[config.mk]
export PLATFORM = sky130hd
export DESIGN_NAME = hciut_top
export DESIGN_NICKNAME = d
export VERILOG_FILES = /design/src/rtl/hciut_pkg.sv /design/src/rtl/hciut_top.sv /design/src/rtl/hciut_fifo.sv
export SDC_FILE = /design/constraint.sdc
export NUM_CORES = 1
export LEC_CHECK = 0
export BUFFER_PORTS_ARGS = -buffer_cell sky130_fd_sc_hd__buf_4
export CORE_ASPECT_RATIO = 0.6
export CORE_MARGIN = 4
export CORE_UTILIZATION = 45
export CTS_CLUSTER_DIAMETER = 120
export DETAILED_ROUTE_END_ITERATION = 7
export GPL_TIMING_DRIVEN = 1
export HOLD_SLACK_MARGIN = 0.03
export PLACE_DENSITY = 0.58
export SLEW_MARGIN = 20
export SYNTH_ARGS = -nofsm -noshare
export SYNTH_HDL_FRONTEND = slang
export SYNTH_SLANG_ARGS = --single-unit
[constraint.sdc]
create_clock -name clock -period 4 [get_ports clock]
set_input_delay 0.4 -clock clock [delete_from_list [all_inputs] [get_ports clock]]
set_output_delay 0.4 -clock clock [all_outputs]
set_load 0.1 [all_outputs]
[src/rtl/hciut_pkg.sv]
// Constants and types for the host-interface UART transport
package hciut_pkg;

	localparam int unsigned CLK_HZ    = 40_000_000;
	localparam int unsigned BAUD_BOOT = 115_200;
	localparam int unsigned BAUD_MAX  = 4_000_000;
	localparam logic [15:0] DIV_BOOT  = 16'(CLK_HZ / BAUD_BOOT);
	localparam logic [15:0] DIV_MIN   = 16'(CLK_HZ / BAUD_MAX);

	localparam int unsigned FIFO_W     = 8;
	localparam int unsigned FIFO_DEPTH = 8;
	localparam logic [3:0]  IDLE_BITS  = 4'ha;
	localparam logic [3:0]  THRESH_RST = 4'h6;

	// Register byte offsets
	localparam logic [11:0] OFS_CTRL   = 12'h000;
	localparam logic [11:0] OFS_BAUD   = 12'h004;
	localparam logic [11:0] OFS_TXDATA = 12'h008;
	localparam logic [11:0] OFS_RXDATA = 12'h00c;
	localparam logic [11:0] OFS_STATUS = 12'h010;
	localparam logic [11:0] OFS_LEVEL  = 12'h014;
	localparam logic [11:0] OFS_THRESH = 12'h018;
	localparam logic [11:0] OFS_CRC    = 12'h01c;

	// Control fields, all reset to zero
	localparam int CTRL_PAR_EN  = 0;
	localparam int CTRL_PAR_ODD = 1;
	localparam int CTRL_PKT     = 2;
	localparam int CTRL_SLEEP   = 3;

	// Sticky status flags, bits 6:0 of STATUS
	localparam int ERR_BREAK = 0;
	localparam int ERR_IDLE  = 1;
	localparam int ERR_FRAME = 2;
	localparam int ERR_OVFL  = 3;
	localparam int ERR_PAR   = 4;
	localparam int ERR_UNDER = 5;
	localparam int ERR_WAKE  = 6;
	localparam int ERR_N     = 7;

	// Link bytes
	localparam logic [7:0] BYTE_SLIP = 8'hc0;
	localparam logic [7:0] BYTE_XON  = 8'h11;
	localparam logic [7:0] BYTE_XOFF = 8'h13;

	localparam logic [15:0] CRC_INIT = 16'hffff;
	localparam logic [15:0] CRC_POLY = 16'h8408;

	typedef enum logic [1:0] {hciut_mode_unknown, hciut_mode_h4, hciut_mode_h5} hciut_mode_t;
	typedef enum logic [2:0] {rx_idle, rx_start, rx_data, rx_par, rx_stop, rx_hold} hciut_rx_t;

endpackage

[src/rtl/hciut_top.sv]
// Host-interface UART transport with APB registers
`timescale 1ns/1ps
module hciut_top
	import hciut_pkg::*;
(
	// Clock and reset
	input  wire logic        clock,
	input  wire logic        rstn,
	// APB slave
	input  wire logic        psel,
	input  wire logic        penable,
	input  wire logic        pwrite,
	input  wire logic [11:0] paddr,
	input  wire logic [31:0] pwdata,
	output logic [31:0]      prdata,
	output logic             pready,
	output logic             pslverr,
	// UART pins
	input  wire logic        rxd,
	output logic             txd,
	output logic             host_flow_stop_out,
	input  wire logic        device_flow_stop_in
);

	// Control and status state
	logic [15:0]      baud_div;
	logic [15:0]      baud_pend;
	logic             baud_pend_vld;
	logic             par_en;
	logic             par_odd;
	logic             pkt_open;
	logic             sleep_req;
	logic [3:0]       rx_thresh;
	logic [ERR_N-1:0] err_flags;
	logic [ERR_N-1:0] err_set;
	logic [ERR_N-1:0] err_clr;
	hciut_mode_t      mode;
	hciut_mode_t      next_mode;
	logic             tx_paused;
	logic             cts_q;
	logic             asleep;

	// Bus
	logic             acc;
	logic             wr_done;
	logic             rd_done;
	logic [31:0]      next_prdata;
	logic             next_slverr;

	// FIFOs
	logic             tx_in_valid;
	logic             tx_in_ready;
	logic             tx_out_valid;
	logic             tx_out_ready;
	logic [7:0]       tx_out_data;
	logic [3:0]       tx_level;
	logic             rx_in_valid;
	logic             rx_in_ready;
	logic             rx_out_valid;
	logic             rx_out_ready;
	logic [7:0]       rx_out_data;
	logic [3:0]       rx_level;

	// Transmitter
	logic             tx_busy;
	logic [9:0]       tx_shift;
	logic [3:0]       tx_left;
	logic [15:0]      tx_cnt;
	logic             tx_start;
	logic             tx_end;
	logic             flow_stop;

	// Receiver
	hciut_rx_t        rx_state;
	logic [15:0]      rx_cnt;
	logic [7:0]       rx_sh;
	logic [2:0]       rx_n;
	logic             rx_perr;
	logic             rx_got;
	logic             rx_drop;
	logic [15:0]      idle_cyc;
	logic [3:0]       idle_bits;
	logic             idle_arm;
	logic [15:0]      crc_run;
	logic [15:0]      crc_last;
	logic             crc_any;

	function automatic logic [15:0] crc_step(input logic [15:0] crc, input logic [7:0] b);
		logic [15:0] c;
		c = crc ^ {8'h00, b};
		for (int i = 0; i < 8; i++) begin
			c = c[0] ? ((c >> 1) ^ CRC_POLY) : (c >> 1);
		end
		return c;
	endfunction

	// APB slave: one wait state, pready stalls a TXDATA write while the TX FIFO is full
	assign acc     = psel & penable;
	assign wr_done = acc & pready & pwrite;
	assign rd_done = acc & pready & ~pwrite;

	always_comb begin
		next_prdata = 32'h0;
		next_slverr = 1'b0;
		if (paddr == OFS_CTRL) begin
			next_prdata = {28'h0, sleep_req, pkt_open, par_odd, par_en};
		end else if (paddr == OFS_BAUD) begin
			next_prdata = {16'h0, baud_div};
		end else if (paddr == OFS_TXDATA) begin
			next_prdata = 32'h0;
		end else if (paddr == OFS_RXDATA) begin
			next_prdata = rx_out_valid ? {24'h0, rx_out_data} : 32'h0;
		end else if (paddr == OFS_STATUS) begin
			next_prdata = {19'h0, asleep, baud_pend_vld, tx_paused, mode, 1'b0, err_flags};
		end else if (paddr == OFS_LEVEL) begin
			next_prdata = {20'h0, tx_level, 4'h0, rx_level};
		end else if (paddr == OFS_THRESH) begin
			next_prdata = {28'h0, rx_thresh};
		end else if (paddr == OFS_CRC) begin
			next_prdata = {16'h0, crc_last};
		end else begin
			next_slverr = 1'b1;
		end
	end

	always_ff @(posedge clock or negedge rstn) begin
		if (!rstn) begin
			pready  <= 1'b0;
			prdata  <= 32'h0;
			pslverr <= 1'b0;
		end else if (pready) begin
			pready  <= 1'b0;
			pslverr <= 1'b0;
		end else if (acc && !(pwrite && paddr == OFS_TXDATA && !tx_in_ready)) begin
			pready  <= 1'b1;
			prdata  <= pwrite ? 32'h0 : next_prdata;
			pslverr <= next_slverr;
		end
	end

	// Software-written control
	always_ff @(posedge clock or negedge rstn) begin
		if (!rstn) begin
			par_en    <= 1'b0;
			par_odd   <= 1'b0;
			pkt_open  <= 1'b0;
			sleep_req <= 1'b0;
			rx_thresh <= THRESH_RST;
		end else if (wr_done && paddr == OFS_CTRL) begin
			par_en    <= pwdata[CTRL_PAR_EN];
			par_odd   <= pwdata[CTRL_PAR_ODD];
			pkt_open  <= pwdata[CTRL_PKT];
			sleep_req <= pwdata[CTRL_SLEEP];
		end else if (wr_done && paddr == OFS_THRESH) begin
			rx_thresh <= pwdata[3:0];
		end
	end

	// New rate is held until every queued byte, the byte being shifted out among them, has left
	always_ff @(posedge clock or negedge rstn) begin
		if (!rstn) begin
			baud_div      <= DIV_BOOT;
			baud_pend     <= DIV_BOOT;
			baud_pend_vld <= 1'b0;
		end else if (wr_done && paddr == OFS_BAUD) begin
			baud_pend     <= (pwdata[15:0] < DIV_MIN) ? DIV_MIN : pwdata[15:0];
			baud_pend_vld <= 1'b1;
		end else if (baud_pend_vld && !tx_busy && !tx_out_valid) begin
			baud_div      <= baud_pend;
			baud_pend_vld <= 1'b0;
		end
	end

	// Sticky flags, write one to clear; a new event wins over the clear
	assign err_clr = (wr_done && paddr == OFS_STATUS) ? pwdata[ERR_N-1:0] : '0;

	always_ff @(posedge clock or negedge rstn) begin
		if (!rstn) begin
			err_flags <= '0;
		end else begin
			err_flags <= (err_flags & ~err_clr) | err_set;
		end
	end

	// TX FIFO filled from the bus, drained by the transmitter
	assign tx_in_valid = wr_done && paddr == OFS_TXDATA;

	hciut_fifo #(
		.WIDTH (FIFO_W),
		.DEPTH (FIFO_DEPTH)
	) u_tx_fifo (
		.clock     (clock),
		.rstn      (rstn),
		.in_valid  (tx_in_valid),
		.in_ready  (tx_in_ready),
		.in_data   (pwdata[7:0]),
		.out_valid (tx_out_valid),
		.out_ready (tx_out_ready),
		.out_data  (tx_out_data),
		.level     (tx_level)
	);

	// RX FIFO filled by the receiver, drained by bus reads
	assign rx_out_ready = rd_done && paddr == OFS_RXDATA;

	hciut_fifo #(
		.WIDTH (FIFO_W),
		.DEPTH (FIFO_DEPTH)
	) u_rx_fifo (
		.clock     (clock),
		.rstn      (rstn),
		.in_valid  (rx_in_valid),
		.in_ready  (rx_in_ready),
		.in_data   (rx_sh),
		.out_valid (rx_out_valid),
		.out_ready (rx_out_ready),
		.out_data  (rx_out_data),
		.level     (rx_level)
	);

	// Flow control: CTS in four-wire mode, XON/XOFF in three-wire mode
	assign asleep    = sleep_req && mode != hciut_mode_h5 && !tx_busy;
	assign flow_stop = (mode == hciut_mode_h5) ? tx_paused : device_flow_stop_in;
	// Checked only between bytes, so a byte in flight always finishes
	assign tx_start     = !tx_busy && tx_out_valid && !flow_stop && !asleep;
	assign tx_out_ready = tx_start;
	assign tx_end       = tx_busy && tx_cnt == 16'h0 && tx_left == 4'h0;

	always_ff @(posedge clock or negedge rstn) begin
		if (!rstn) begin
			txd      <= 1'b1;
			tx_busy  <= 1'b0;
			tx_shift <= '1;
			tx_left  <= 4'h0;
			tx_cnt   <= 16'h0;
		end else if (tx_start) begin
			txd      <= 1'b0;
			tx_busy  <= 1'b1;
			tx_shift <= {1'b1, par_en ? (^tx_out_data ^ par_odd) : 1'b1, tx_out_data};
			tx_left  <= par_en ? 4'ha : 4'h9;
			tx_cnt   <= baud_div - 16'h1;
		end else if (tx_busy) begin
			if (tx_cnt != 16'h0) begin
				tx_cnt <= tx_cnt - 16'h1;
			end else if (tx_left == 4'h0) begin
				tx_busy <= 1'b0;
			end else begin
				txd      <= tx_shift[0];
				tx_shift <= {1'b1, tx_shift[9:1]};
				tx_left  <= tx_left - 4'h1;
				tx_cnt   <= baud_div - 16'h1;
			end
		end
	end

	// Receiver: sample mid-bit, start bit rechecked to reject glitches
	always_ff @(posedge clock or negedge rstn) begin
		if (!rstn) begin
			rx_state <= rx_idle;
			rx_cnt   <= 16'h0;
			rx_sh    <= 8'h0;
			rx_n     <= 3'h0;
			rx_perr  <= 1'b0;
			rx_got   <= 1'b0;
		end else begin
			rx_got <= 1'b0;
			case (rx_state)
				rx_idle: begin
					if (!rxd) begin
						rx_state <= rx_start;
						rx_cnt   <= baud_div >> 1;
					end
				end
				rx_start: begin
					if (rx_cnt != 16'h0) begin
						rx_cnt <= rx_cnt - 16'h1;
					end else if (rxd) begin
						rx_state <= rx_idle;
					end else begin
						rx_state <= rx_data;
						rx_cnt   <= baud_div - 16'h1;
						rx_n     <= 3'h0;
						rx_perr  <= 1'b0;
					end
				end
				rx_data: begin
					if (rx_cnt != 16'h0) begin
						rx_cnt <= rx_cnt - 16'h1;
					end else begin
						rx_sh  <= {rxd, rx_sh[7:1]};
						rx_n   <= rx_n + 3'h1;
						rx_cnt <= baud_div - 16'h1;
						if (rx_n == 3'h7) begin
							rx_state <= par_en ? rx_par : rx_stop;
						end
					end
				end
				rx_par: begin
					if (rx_cnt != 16'h0) begin
						rx_cnt <= rx_cnt - 16'h1;
					end else begin
						rx_perr  <= rxd ^ (^rx_sh) ^ par_odd;
						rx_state <= rx_stop;
						rx_cnt   <= baud_div - 16'h1;
					end
				end
				rx_stop: begin
					if (rx_cnt != 16'h0) begin
						rx_cnt <= rx_cnt - 16'h1;
					end else begin
						rx_got   <= 1'b1;
						rx_state <= rxd ? rx_idle : rx_hold;
					end
				end
				rx_hold: begin
					// A low line after a bad stop must rise before a new start counts
					if (rxd) begin
						rx_state <= rx_idle;
					end
				end
				default: rx_state <= rx_idle;
			endcase
		end
	end

	// Byte handling; a byte with a bad stop bit is dropped
	always_comb begin
		next_mode = mode;
		if (mode == hciut_mode_unknown) begin
			next_mode = (rx_sh == BYTE_SLIP) ? hciut_mode_h5 : hciut_mode_h4;
		end
	end

	assign rx_drop = next_mode == hciut_mode_h5 && (rx_sh == BYTE_XON || rx_sh == BYTE_XOFF);
	// Link messages, power messages among them, pass unchanged to software, except XON and XOFF, which three-wire mode drops
	assign rx_in_valid = rx_got && rx_state == rx_idle && !rx_drop;

	always_comb begin
		err_set            = '0;
		err_set[ERR_BREAK] = rx_got && rx_state == rx_hold && rx_sh == 8'h0;
		err_set[ERR_FRAME] = rx_got && rx_state == rx_hold && rx_sh != 8'h0;
		err_set[ERR_PAR]   = rx_got && rx_perr;
		err_set[ERR_OVFL]  = rx_in_valid && !rx_in_ready;
		err_set[ERR_IDLE]  = idle_arm && idle_bits == IDLE_BITS;
		err_set[ERR_UNDER] = tx_end && pkt_open && !tx_out_valid;
		err_set[ERR_WAKE]  = asleep && cts_q && !device_flow_stop_in;
	end

	always_ff @(posedge clock or negedge rstn) begin
		if (!rstn) begin
			mode      <= hciut_mode_unknown;
			tx_paused <= 1'b0;
		end else if (rx_got && rx_state == rx_idle) begin
			mode <= next_mode;
			if (next_mode == hciut_mode_h5 && rx_sh == BYTE_XOFF) begin
				tx_paused <= 1'b1;
			end else if (next_mode == hciut_mode_h5 && rx_sh == BYTE_XON) begin
				tx_paused <= 1'b0;
			end
		end
	end

	// Packet CRC over bytes between frame delimiters, latched at each closing delimiter
	always_ff @(posedge clock or negedge rstn) begin
		if (!rstn) begin
			crc_run  <= CRC_INIT;
			crc_last <= 16'h0;
			crc_any  <= 1'b0;
		end else if (rx_in_valid && next_mode == hciut_mode_h5) begin
			if (rx_sh == BYTE_SLIP) begin
				if (crc_any) begin
					crc_last <= crc_run;
				end
				crc_run <= CRC_INIT;
				crc_any <= 1'b0;
			end else begin
				crc_run <= crc_step(crc_run, rx_sh);
				crc_any <= 1'b1;
			end
		end
	end

	// Line idle: ten bit times of high line after the last byte
	always_ff @(posedge clock or negedge rstn) begin
		if (!rstn) begin
			idle_arm  <= 1'b0;
			idle_cyc  <= 16'h0;
			idle_bits <= 4'h0;
		end else if (rx_got || rx_state != rx_idle || !rxd) begin
			idle_arm  <= idle_arm | rx_got;
			idle_cyc  <= 16'h0;
			idle_bits <= 4'h0;
		end else if (idle_bits == IDLE_BITS) begin
			idle_arm  <= 1'b0;
			idle_bits <= 4'h0;
		end else if (idle_arm) begin
			if (idle_cyc == baud_div - 16'h1) begin
				idle_cyc  <= 16'h0;
				idle_bits <= idle_bits + 4'h1;
			end else begin
				idle_cyc <= idle_cyc + 16'h1;
			end
		end
	end

	// Stop output: buffer near full or device asleep; unused in three-wire mode
	always_ff @(posedge clock or negedge rstn) begin
		if (!rstn) begin
			host_flow_stop_out <= 1'b0;
			cts_q              <= 1'b0;
		end else begin
			cts_q              <= device_flow_stop_in;
			host_flow_stop_out <= asleep ||
				(mode != hciut_mode_h5 && rx_level >= rx_thresh);
		end
	end

endmodule

[src/rtl/hciut_fifo.sv]
// Synchronous FIFO with valid and ready on both sides
`timescale 1ns/1ps
module hciut_fifo #(
	parameter int WIDTH = 8,
	parameter int DEPTH = 8
) (
	// Clock and reset
	input  wire logic                         clock,
	input  wire logic                         rstn,
	// Fill side
	input  wire logic                         in_valid,
	output logic                              in_ready,
	input  wire logic [WIDTH-1:0]             in_data,
	// Drain side
	output logic                              out_valid,
	input  wire logic                         out_ready,
	output logic [WIDTH-1:0]                  out_data,
	// Fill level
	output logic [$clog2(DEPTH+1)-1:0]        level
);
	localparam int AW = $clog2(DEPTH);
	localparam int CW = $clog2(DEPTH+1);

	logic [WIDTH-1:0] mem [DEPTH];
	logic [AW-1:0]    wr_ptr;
	logic [AW-1:0]    rd_ptr;
	logic             push;
	logic             pop;

	assign in_ready  = level != CW'(DEPTH);
	assign out_valid = level != '0;
	assign out_data  = mem[rd_ptr];
	assign push      = in_valid & in_ready;
	assign pop       = out_valid & out_ready;

	always_ff @(posedge clock) begin
		if (push) begin
			mem[wr_ptr] <= in_data;
		end
	end

	always_ff @(posedge clock or negedge rstn) begin
		if (!rstn) begin
			wr_ptr <= '0;
			rd_ptr <= '0;
			level  <= '0;
		end else begin
			if (push) begin
				wr_ptr <= (wr_ptr == AW'(DEPTH - 1)) ? '0 : wr_ptr + 1'b1;
			end
			if (pop) begin
				rd_ptr <= (rd_ptr == AW'(DEPTH - 1)) ? '0 : rd_ptr + 1'b1;
			end
			if (push && !pop) begin
				level <= level + 1'b1;
			end else if (pop && !push) begin
				level <= level - 1'b1;
			end
		end
	end

endmodule

## After elaboration in Yosys (flattened, before gate mapping)

Memory sizes are Yosys's and may differ from the RTL's.
Cells that the tools add are included.

- Register bits after elaboration: 225
- RAM bits: 128
- Input port bits: 51
- Output and inout bits: 36
- Logic and storage cells: 339
- Memories kept: 2

- Add/sub/neg operators: 15
- Order comparisons: 2
- Eq/ne operators: 41
- Mux-type cells: 112
- Bitwise logic cells: 29
- Reduce and logical (&&, ||, !) cells: 99

Memory list:

| memory | depth | bits a word | read ports | clocked after Yosys merged registers in | wr ports | line | RTL |
|---|---|---|---|---|---|---|---|
| u_rx_fifo.mem | 8 | 8 | 1 | 0 | 1 | hciut_fifo.sv:24 | `logic [WIDTH-1:0] mem [DEPTH];` |
| u_tx_fifo.mem | 8 | 8 | 1 | 0 | 1 | hciut_fifo.sv:24 |  |

Operator list:

| kind | count |
|---|---|
| 16-bit two-way mux | 27 |
| 32-bit two-way mux | 5 |
| 16-bit case mux with 4 select lines | 1 |
| 12-bit by 5-bit equality test with 1-bit output, second input constant | 4 |
| 3-bit two-way mux | 16 |
| 4-bit two-way mux | 12 |
| 16-bit by 1-bit subtractor with 16-bit output, second input constant | 3 |
| 10-bit two-way mux | 4 |
| 1-bit logical AND | 39 |
| 1-bit two-way mux | 38 |
| 16-bit nonzero test | 2 |
| 12-bit by 4-bit equality test with 1-bit output, second input constant | 2 |
| 2-bit inverter with 3-bit output | 8 |
| 3-bit equality test, second input constant | 7 |
| 2-bit != test, second input constant | 10 |
| 2-bit nonzero test | 10 |
| 3-bit case mux with 6 select lines | 1 |
| 16-bit by 1-bit adder with 16-bit output, second input constant | 1 |
| 16-bit equality test | 1 |
| 8-bit by 5-bit equality test with 1-bit output, second input constant | 2 |
| 16-bit zero test | 1 |
| 16-bit by 4-bit < comparator with 1-bit output, second input constant | 1 |
| 2-bit AND reduction | 8 |
| 8-bit parity | 2 |
| 41 further kinds | 93 |

## Depth between registers and ports, before layout

Gate-level depths: netlist (run 1).

- Depth after elaboration: 18
- Mapped depth: 16
- Mapped depth without buffers: 16

## By module

From an unflattened synthesis (run 1), not the netlist that was laid out.

- Cells, all modules: 1589
- Area total of the unflattened synthesis: 17678.2 µm²

Modules (own cells, without submodules):

| module | instances | cells an instance | area an instance (µm²) | seq. area each (µm²) |
|---|---|---|---|---|
| hciut_top | 1 | 1273 | 11362.1 | 4754.6 |
| hciut_fifo at u_rx_fifo | 1 | 159 | 3164.3 | 2172.1 |
| hciut_fifo at u_tx_fifo | 1 | 157 | 3151.8 | 2172.1 |

## Worst setup path after synthesis (run 1)

No wires, ideal clock.

- Path type: register to register
- Start point: reg baud_div[0]
- End point: reg idle_cyc[12]
- Setup time: 124 ps
- Arrival time: 3158 ps
- Required time: 3876 ps
- Setup slack: 718 ps
- Stages on the path, launching flop included: 14
- Path buffers: 3
- Clock period less this slack: 3282 ps
- Path through: dfstp_2 -> clkbuf_1 -> inv_1 -> ha_1 -> or3b_2 -> clkbuf_1 -> nor3_1 -> o32a_1 -> o211ai_1 -> or4b_4 -> o21ai_4 -> buf_6 -> nor2_1 -> a211o_1

- Word-level cells in the longest chain between the ends: 6

RTL lines:

| element | line | RTL |
|---|---|---|
| start: declaration | hciut_top.sv:26 | `logic [15:0] baud_div;` |
| start signal: assignment | hciut_top.sv:169 | `baud_div <= baud_pend;` |
| 16-bit by 1-bit subtractor with 16-bit output | hciut_top.sv:397 | `if (idle_cyc == baud_div - 16'h1) begin` |
| 16-bit equality test | hciut_top.sv:397 |  |
| 16-bit two-way mux | hciut_top.sv:397 |  |
| 16-bit two-way mux | hciut_top.sv:396 | `end else if (idle_arm) begin` |
| 16-bit two-way mux | hciut_top.sv:393 | `end else if (idle_bits == IDLE_BITS) begin` |
| 16-bit two-way mux | hciut_top.sv:389 | `end else if (rx_got \|\| rx_state != rx_idle \|\| !rxd) begin` |
| end signal: assignment | hciut_top.sv:401 | `idle_cyc <= idle_cyc + 16'h1;` |
| end: declaration | hciut_top.sv:81 | `logic [15:0] idle_cyc;` |

Every way passes these cells. The select of a mux whose other input is x is not followed.
A chain may end at the register's enable or synchronous reset.

## Worst setup path in the final report (run 1)

- Start point: reg baud_div[0]
- End point: reg idle_cyc[9]

Same word-level chain as after synthesis.

==> results.txt, run 1 <==
----------------------------------------------------
[Status]
  Result of the run ... completed

[Yosys]
  Largest area contributor in the netlist ... sky130_fd_sc_hd__dfrtp_1
  Mean cell area of the mapped netlist ... 10.7 µm²
  Synthesized instance count ... 1613
  Sequential fraction of the synthesis area ... 52.8%
  Top cell type's share of synthesized area ... 24.4%
  Most area-consuming cells after synthesis ... sky130_fd_sc_hd__dfrtp_1 24%, sky130_fd_sc_hd__edfxtp_1 22%, sky130_fd_sc_hd__dfstp_2 6.1%
  Most used flip-flop cell after synthesis ... sky130_fd_sc_hd__dfrtp_1
  Most frequent cells after synthesis ... 173 x sky130_fd_sc_hd__nand2_1, 168 x sky130_fd_sc_hd__dfrtp_1, 145 x sky130_fd_sc_hd__nor2_1
  Number of enable-type register cells in the synthesized netlist ... 128
  Total of warnings raised by yosys ... 0
  Flip-flop and latch count after synthesis ... 336
  Async set-or-reset flop fraction in the synthesized netlist ... 61.9%
  Most common cell in the synthesized netlist ... sky130_fd_sc_hd__nand2_1
  Combined area of all synthesized cells ... 17200 µm²
  Number of different library cells in the post-synthesis netlist ... 78

[Pwr]
  Power per standard cell area ... 478 nW/µm²
  Overall Power ... 9.33 mW
  VDD IR-drop max ... 0.000332 V
  Leakage power figure ... 7.62 nW

[Timing]
  Worst-case hold slack ... 110 ps
  Aggregate negative setup slack ... 0 ps
  Worst setup skew after layout ... 18.2 ps
  Final setup violation count ... 0
  Worst slew pin tran ... 1090 ps
  Final min period ... 3800 ps
  Worst max-slew margin expressed relative to the limit ... 27.0%
  Final slew viol count ... 0
  Achievable clock frequency ... 263 MHz
  RSZ-0062 raised after global routing ... false
  Final Hold Fails ... 0
  Period utilisation layout ... 95.0%

[Cells and area]
  Layout area overhead ... 13.3%
  Final Instance Count excl. Fillers ... 2208
  # diodes ... 0
  Net count, final ... 1759
  Utilization of the core after routing ... 51.7%
  Layout cell share with drive strength beyond 1 ... 17.8%

[Floorplan]
  X dimension of the die ... 261 µm
  Number of standard-cell rows in the floorplan ... 55
  Y dimension of the die ... 160 µm
  Die outline area ... 41600 µm²
  Ports ... 87
  Initial core utilization ... 45.6%
  Core footprint ... 37800 µm²

[Global route]
  Largest net degree at the start of global routing ... 89
  Number of global-route vias before repair ... 12000
  Grt total ovfl ... 0
  Gr usage total ... 22.5%
  Wire length of the first global-routing pass ... 72.8 mm
  Initial antenna violation count ... 0

[Detailed routing]
  Routed wire per std cell ... 21.3 µm
  DRT Pass-1 Iters ... 6
  Routed via count divided by cell count ... 5.73
  Number of DRC violations after detailed-routing iteration 0 ... 1416
  Count of nets left with antenna violations after detail routing ... 0
  Total length of routed wires ... 47.0 mm
  Number of remaining DRC errors ... 0
  Routed vias ... 12600

[Clocking]
  Num CTS Buffers ... 35
  Post-CTS Setup Inserts ... 0
  Deepest clock path buffer count ... 3
  CTS clk-pin slew, worst paths ... 60 ps
  Number of gates given a new drive strength after cts ... 0
  Clock sinks ... 336
  Clock latency of the later-clocked register in the worst-skew pair ... 530 ps
  TritonCTS clock tree ... yes
  CTS Hold Bufs ... 2
  Number of levels the H-tree was split into ... 2
  Root Buffer Master ... sky130_fd_sc_hd__clkbuf_16

[Placed design]
  Placed Cells ... 2143
  Number of buffers added on ports ... 54
  Routability congestion estimate ... 0.917
  Post-DP HPWL ... 34.0 mm

[Critical path]
  CP Max Fanout ... 24
  Critical Path Source Type ... register
  R2R setup slack ... 200 ps
  Classification of the worst setup path ... register to register
  Endpoint type of the worst setup path ... register
  Crit path required time ... 4400 ps
  Arrival @ worst endpoint ... 4200 ps

[Flow run]
  Number of maximum-capacitance violations ... 0

[Worst hold path]
  Class of the tightest hold or removal check ... input pin to register

----------------------------------------------------
## through the flow
step / area (µm²) / setup WS [ps]
finish: 19500 / 201
global route: 19500 / 3.25
detailed placement: 18300 / 299
CTS: 19500 / 287
global placement: 18300 / 381
floorplan: 17300 / 718
## report_power, final
group | total [mW] | internal [mW] | switching (mW)
Clock | 3.40 | 2.02 | 1.38
Sequential | 4.13 | 3.82 | 0.308
Combinational | 1.81 | 0.743 | 1.07
Total | 9.33 | 6.58 | 2.76
## layer usage
layer	wire [µm]	GRT usage (%)
met1	23800	37.2
met2	18100	29.0
met3	4340	6.70
met4	737	3.92
met5	0	0
## flip-flops by register name, summed over array words and instances (netlist names), 7 cells and up
register	flops
tx_shift	9
u_rx_fifo.mem	64
crc_last	16
tx_cnt	16
err_flags	7
crc_run	16
prdata	16
rx_sh	8
baud_div	16
idle_cyc	16
u_tx_fifo.mem	64
rx_cnt	16
baud_pend	16
## placed cells by master (no fill, tap or decap), types with 7 or more instances in the layout
| cell type | netlist | layout |
|---|---|---|
| sky130_fd_sc_hd__a21o_1 | 16 | 16 |
| sky130_fd_sc_hd__a21oi_1 | 103 | 103 |
| sky130_fd_sc_hd__a22o_1 | 13 | 13 |
| sky130_fd_sc_hd__a31oi_1 | 19 | 19 |
| sky130_fd_sc_hd__and3_1 | 9 | 9 |
| sky130_fd_sc_hd__buf_4 | 16 | 104 |
| sky130_fd_sc_hd__clkbuf_16 | 0 | 35 |
| sky130_fd_sc_hd__conb_1 | 1 | 16 |
| sky130_fd_sc_hd__dfrtp_1 | 168 | 168 |
| sky130_fd_sc_hd__dfstp_2 | 40 | 40 |
| sky130_fd_sc_hd__edfxtp_1 | 128 | 128 |
| sky130_fd_sc_hd__ha_1 | 37 | 37 |
| sky130_fd_sc_hd__inv_1 | 48 | 48 |
| sky130_fd_sc_hd__mux2_2 | 49 | 49 |
| sky130_fd_sc_hd__mux2i_1 | 37 | 37 |
| sky130_fd_sc_hd__mux4_2 | 28 | 28 |
| sky130_fd_sc_hd__nand2_1 | 173 | 173 |
| sky130_fd_sc_hd__nand2b_1 | 20 | 20 |
| sky130_fd_sc_hd__nand3_1 | 30 | 30 |
| sky130_fd_sc_hd__nand4_1 | 9 | 9 |
| sky130_fd_sc_hd__nor2_1 | 145 | 144 |
| sky130_fd_sc_hd__nor2b_1 | 8 | 8 |
| sky130_fd_sc_hd__nor3_1 | 50 | 48 |
| sky130_fd_sc_hd__nor3b_1 | 12 | 12 |
| sky130_fd_sc_hd__nor4_1 | 19 | 19 |
| sky130_fd_sc_hd__o211ai_1 | 11 | 11 |
| sky130_fd_sc_hd__o21ai_0 | 119 | 119 |
| sky130_fd_sc_hd__o22ai_1 | 9 | 9 |
| sky130_fd_sc_hd__o31ai_1 | 8 | 8 |
| sky130_fd_sc_hd__or2_2 | 12 | 12 |
| sky130_fd_sc_hd__or3_1 | 13 | 13 |
| sky130_fd_sc_hd__or4_1 | 7 | 7 |
| sky130_fd_sc_hd__xnor2_1 | 57 | 57 |
| sky130_fd_sc_hd__xor2_1 | 24 | 24 |
## cell families after synthesis
logic type	after synthesis	synth area share, %
XOR/XNOR	83	4.38
adder cells (fa/ha/maj)	39	2.92
AND/OR/NAND/NOR	527	14.4
flip-flops	336	52.8
other	1	0.0218
multiplexers	114	9.01
buffers and inverters	155	3.82
AO/OA/AOI/OAI	358	12.7
## path summary, 6_finish.rpt
| kind | cells after the start | startpoint | end |
|---|---|---|---|
| max in group asynchronous | 3 | rstn | baud_div[8]$_DFFE_PN1P_ |
| max reg2reg | 11 | baud_div[0]$_DFFE_PN1P_ | idle_cyc[9]$_DFFE_PN0P_ |
| min | 3 | pwdata[8] | baud_pend[8]$_DFFE_PN1P_ |
| min in group asynchronous | 2 | rstn | u_tx_fifo.rd_ptr[1]$_DFFE_PN0P_ |
| max | 11 | baud_div[0]$_DFFE_PN1P_ | idle_cyc[9]$_DFFE_PN0P_ |
| min reg2reg | 2 | baud_pend[6]$_DFFE_PN1P_ | baud_pend[6]$_DFFE_PN1P_ |
## worst max-delay path: stages, from the launching register on
cell	delay, ps
sky130_fd_sc_hd__dfstp_2	440
sky130_fd_sc_hd__inv_1	130
sky130_fd_sc_hd__ha_1	240
sky130_fd_sc_hd__nor3b_1	700
sky130_fd_sc_hd__a21oi_1	120
sky130_fd_sc_hd__a2111oi_0	490
sky130_fd_sc_hd__nor4b_1	360
sky130_fd_sc_hd__or4b_4	520
sky130_fd_sc_hd__o21ai_4	180
sky130_fd_sc_hd__buf_12	180
sky130_fd_sc_hd__nor3_1	60
sky130_fd_sc_hd__a211o_1	260
## layout make-up
type	count	area [µm²]
Multi-Input combinational cell	1137	7560
Clock buffer	45	953
Fill cell	3313	18200
Tap cell	513	642
Clock inverter	18	236
Inverter	50	188
Timing Repair Buffer	109	856
Sequential cell	336	9100
No activity file was read; power rests on OpenSTA's default activity.
==> run 2, diff against run 1 <==
--- a/config.mk
+++ b/config.mk
@@ -6,6 +6,8 @@
 export NUM_CORES = 1
 export LEC_CHECK = 0
 export BUFFER_PORTS_ARGS = -buffer_cell sky130_fd_sc_hd__buf_4
+export CELL_PAD_IN_SITES_DETAIL_PLACEMENT = 0
+export CELL_PAD_IN_SITES_GLOBAL_PLACEMENT = 1
 export CORE_ASPECT_RATIO = 0.6
 export CORE_MARGIN = 4
 export CORE_UTILIZATION = 45
@@ -13,7 +15,7 @@
 export DETAILED_ROUTE_END_ITERATION = 7
 export GPL_TIMING_DRIVEN = 1
 export HOLD_SLACK_MARGIN = 0.03
-export PLACE_DENSITY = 0.58
+export PLACE_DENSITY = 0.7
 export SLEW_MARGIN = 20
 export SYNTH_ARGS = -nofsm -noshare
 export SYNTH_HDL_FRONTEND = slang
==> constraint.sdc (replaced) <==
create_clock -name clock -period 4 [get_ports clock]
set_input_delay 0.4 -clock clock [delete_from_list [all_inputs] [get_ports clock]]
set_output_delay 0.4 -clock clock [all_outputs]
set_load 0.01 [all_outputs]
==> run 2 against run 1 <==
Worst hold slack got worse by 33 ps. Via count rose by 0.42%. First-iteration DRC count fell by 17%. Largest cell class unchanged. Sequential power barely moved. Cell count barely moved. Power fell by 2.3%. Flip-flop and latch count did not move. Count of clock-buffer cells in the layout fell by 4. Sequential share of layout area rose by 0.12 points. Wire length rose by 2.7%.
==> results.txt, run 2 (same netlist as run 1, synthesis figures left out) <==
----------------------------------------------------
[Clocking]
  Root Buffer Master ... sky130_fd_sc_hd__clkbuf_16
  Number of levels the H-tree was split into ... 2 (unchanged)
  Num CTS Buffers ... 34 (-2.9%)
  Post-CTS Setup Inserts ... 0 (unchanged)
  Clock latency of the later-clocked register in the worst-skew pair ... 540 ps (about the same)
  Clock sinks ... 336 (unchanged)
  Deepest clock path buffer count ... 3 (unchanged)
  TritonCTS clock tree ... yes
  CTS clk-pin slew, worst paths ... 70 ps (about the same)

[Critical path]
  Classification of the worst setup path ... register to register
  Endpoint type of the worst setup path ... register
  CP Max Fanout ... 24 (unchanged)
  Crit path required time ... 4420 ps (+20 ps)
  Critical Path Source Type ... register
  Critical path, cell by cell ... inv_1 > ha_1 > xor2_1 > nand3_1 > a2111oi_0 > nor4b_1 > or4b_4 > o21ai_4 > buf_12 > nor3_1 > a211o_1
  Arrival @ worst endpoint ... 4080 ps (-120 ps)
  Crit path buf inv count ... 2 (unchanged)
  Delay-heaviest family, CP ... simple AND/OR/NAND/NOR gates
  Crit-path max cell delay ... 650 ps (-50 ps)
  Critical path endpoint ... idle_cyc[5]$_DFFE_PN0P_
  Startpoint of the lowest-slack register-to-register path ... baud_div[0]$_DFFE_PN1P_
  Endpoint of the most critical register-to-register path ... idle_cyc[5]$_DFFE_PN0P_
  Length in cells of the worst reg-to-reg path ... 11 (unchanged)
  Number of cells on the critical path ... 11 (unchanged)
  Cell type of the slowest stage on the worst timing path ... sky130_fd_sc_hd__dfstp_2
  R2R setup slack ... 340 ps (+130 ps)
  Worst setup startpoint ... baud_div[0]$_DFFE_PN1P_

[Timing]
  Final Hold Fails ... 0 (unchanged)
  Worst slew pin tran ... 976 ps (-111 ps)
  Worst setup skew after layout ... 21.1 ps (+2.87 ps)
  Worst max-slew margin expressed relative to the limit ... 34.7% (+7.7 points)
  Period utilisation layout ... 91.6% (-3.4 points)
  Final setup violation count ... 0 (unchanged)
  Final min period ... 3660 ps (-134 ps)
  Achievable clock frequency ... 273 MHz (+3.7%)
  RSZ-0062 raised after global routing ... false
  Final slew viol count ... 0 (unchanged)
  Aggregate negative setup slack ... 0 ps (unchanged)

[Global route]
  Largest net degree at the start of global routing ... 106 (+19%)
  Number of global-route vias before repair ... 12000 (-0.71%)
  Initial antenna violation count ... 0 (unchanged)
  Grt total ovfl ... 0 (unchanged)
  Wire length of the first global-routing pass ... 73.7 mm (+1.3%)
  Gr usage total ... 22.8% (+0.31 points)

[Floorplan]
  Core footprint ... 37800 µm² (unchanged)
  Ports ... 87 (unchanged)
  X dimension of the die ... 261 µm (unchanged)
  Initial core utilization ... 45.6% (unchanged)
  Y dimension of the die ... 160 µm (unchanged)
  Number of standard-cell rows in the floorplan ... 55 (unchanged)
  Die outline area ... 41600 µm² (unchanged)

[Detailed routing]
  Count of nets left with antenna violations after detail routing ... 0 (unchanged)
  Number of DRC violations after detailed-routing iteration 0 ... 1175 (-17%)
  Total length of routed wires ... 48.2 mm (+2.7%)
  Number of remaining DRC errors ... 0 (unchanged)
  Routed via count divided by cell count ... 5.75 (+0.33%)
  DRT Pass-1 Iters ... 6 (unchanged)
  Routed wire per std cell ... 21.8 µm (+2.6%)
  Routed vias ... 12700 (+0.42%)

[Worst hold path]
  Class of the tightest hold or removal check ... input pin to register
  Launch point of the worst hold path ... pwdata[14]

[Pwr]
  Leakage power figure ... 7.60 nW (-0.23%)
  Proportion of total power due to net switching ... 29.8% (+0.32 points)
  Power per standard cell area ... 468 nW/µm² (-2.0%)
  Combinational group share of total power ... 19.1% (-0.3 points)
  Sequential power share ... 45.3% (+1.1 points)
  Switching pwr ... 2.72 mW (-1.2%)
  Clock power frac ... 35.6% (-0.8 points)
  VDD IR-drop max ... 0.000285 V (-14%)
  Internal portion of total power ... 6.40 mW (-2.7%)

[Cells and area]
  Layout cell share with drive strength beyond 1 ... 18.1% (+0.28 points)
  Layout area overhead ... 13.0%
  Most frequent standard cell in the layout excluding fill and tap cells ... sky130_fd_sc_hd__nand2_1
  Net count, final ... 1760 (+0.057%)
  Biggest regs ... u_rx_fifo.mem: 64 flops, u_tx_fifo.mem: 64 flops
  Most frequent cells in the layout ... 173 x sky130_fd_sc_hd__nand2_1, 168 x sky130_fd_sc_hd__dfrtp_1, 144 x sky130_fd_sc_hd__nor2_1
  Count of filler cells inserted in the layout ... 3367 (+1.6%)
  Final Instance Count excl. Fillers ... 2210 (+0.091%)

[Placed design]
  Post-DP HPWL ... 34.8 mm (+2.3%)
  Placed Cells ... 2145 (+0.093%)
  Number of buffers added on ports ... 54 (unchanged)
  Routability congestion estimate ... 0.868 (-5.3%)

[Flow run]
  Number of maximum-capacitance violations ... 0 (unchanged)

[Status]
  Result of the run ... completed

----------------------------------------------------
## run 2: worst register-to-register path: stages (launching register included)
cell                        delay [ps]
sky130_fd_sc_hd__dfstp_2           650
sky130_fd_sc_hd__inv_1             120
sky130_fd_sc_hd__ha_1              460
sky130_fd_sc_hd__xor2_1            180
sky130_fd_sc_hd__nand3_1           160
sky130_fd_sc_hd__a2111oi_0         270
sky130_fd_sc_hd__nor4b_1           490
sky130_fd_sc_hd__or4b_4            550
sky130_fd_sc_hd__o21ai_4           180
sky130_fd_sc_hd__buf_12            170
sky130_fd_sc_hd__nor3_1             70
sky130_fd_sc_hd__a211o_1           270
## run 2: per-stage QoR
stage / hold WS [ps] / setup slack, ps / power [mW] / util [%] / instance area (µm²)
6_report: 77.7 / 335 / 9.12 / 51.6 / 19500
5_1_grt: 78.9 / 276 / 9.56 / 51.6 / 19500
4_1_cts: 66.8 / 202 / 9.17 / 51.5 / 19500
3_5_place_dp: 450 / 254 / 5.90 / 48.5 / 18300
3_3_place_gp: 444 / 418 / 5.85 / 48.5 / 18300
2_1_floorplan: 104 / 718 / 5.26 / - / 17300
## run 2: routing by layer
layer  global-route usage (%)  vias to the layer above  part of all wire [%]
li1                         -                     5927                     -
met1                     37.7                     6342                    51
met2                     30.3                      373                    40
met3                     5.31                       59                   7.6
met4                     4.14                        0                   1.6
met5                        0                        -                     0
## run 2: how the worst min path moves through the flow
stage | to | depth (start not counted)
floorplan | baud_div[10]$_DFFE_PN0P_ | 0
global placement | baud_pend[8]$_DFFE_PN1P_ | 2
detailed placement | baud_pend[8]$_DFFE_PN1P_ | 2
CTS | baud_pend[14]$_DFFE_PN0P_ | 3
global route | baud_pend[14]$_DFFE_PN0P_ | 3
finish | baud_pend[14]$_DFFE_PN0P_ | 3
## run 2: area by class of cell
cell class	instances	area, µm²	share of cell area, %
Tap cell	513	642	3.29
Timing Repair Buffer	111	858	4.41
Inverter	50	188	0.963
Clock buffer	41	908	4.66
Multi-Input combinational cell	1137	7560	38.8
Antenna cell	1	2.50	0.0128
Clock inverter	21	221	1.14
Sequential cell	336	9100	46.7
## run 2: power by group through the flow
stage	combinational, mW	sequential (mW)	clock, mW
3_5_place_dp	1.71	4.19	0
3_3_place_gp	1.67	4.18	0
5_1_grt	1.90	4.16	3.49
2_1_floorplan	1.23	4.03	0
6_report	1.75	4.13	3.25
4_1_cts	1.72	4.12	3.32
## run 2: repair_timing
item	4_1_cts	5_1_grt
hold endpoints to repair	68	0
resized for setup	0	1
setup endpoints to repair	0	4
hold buffers	2	0
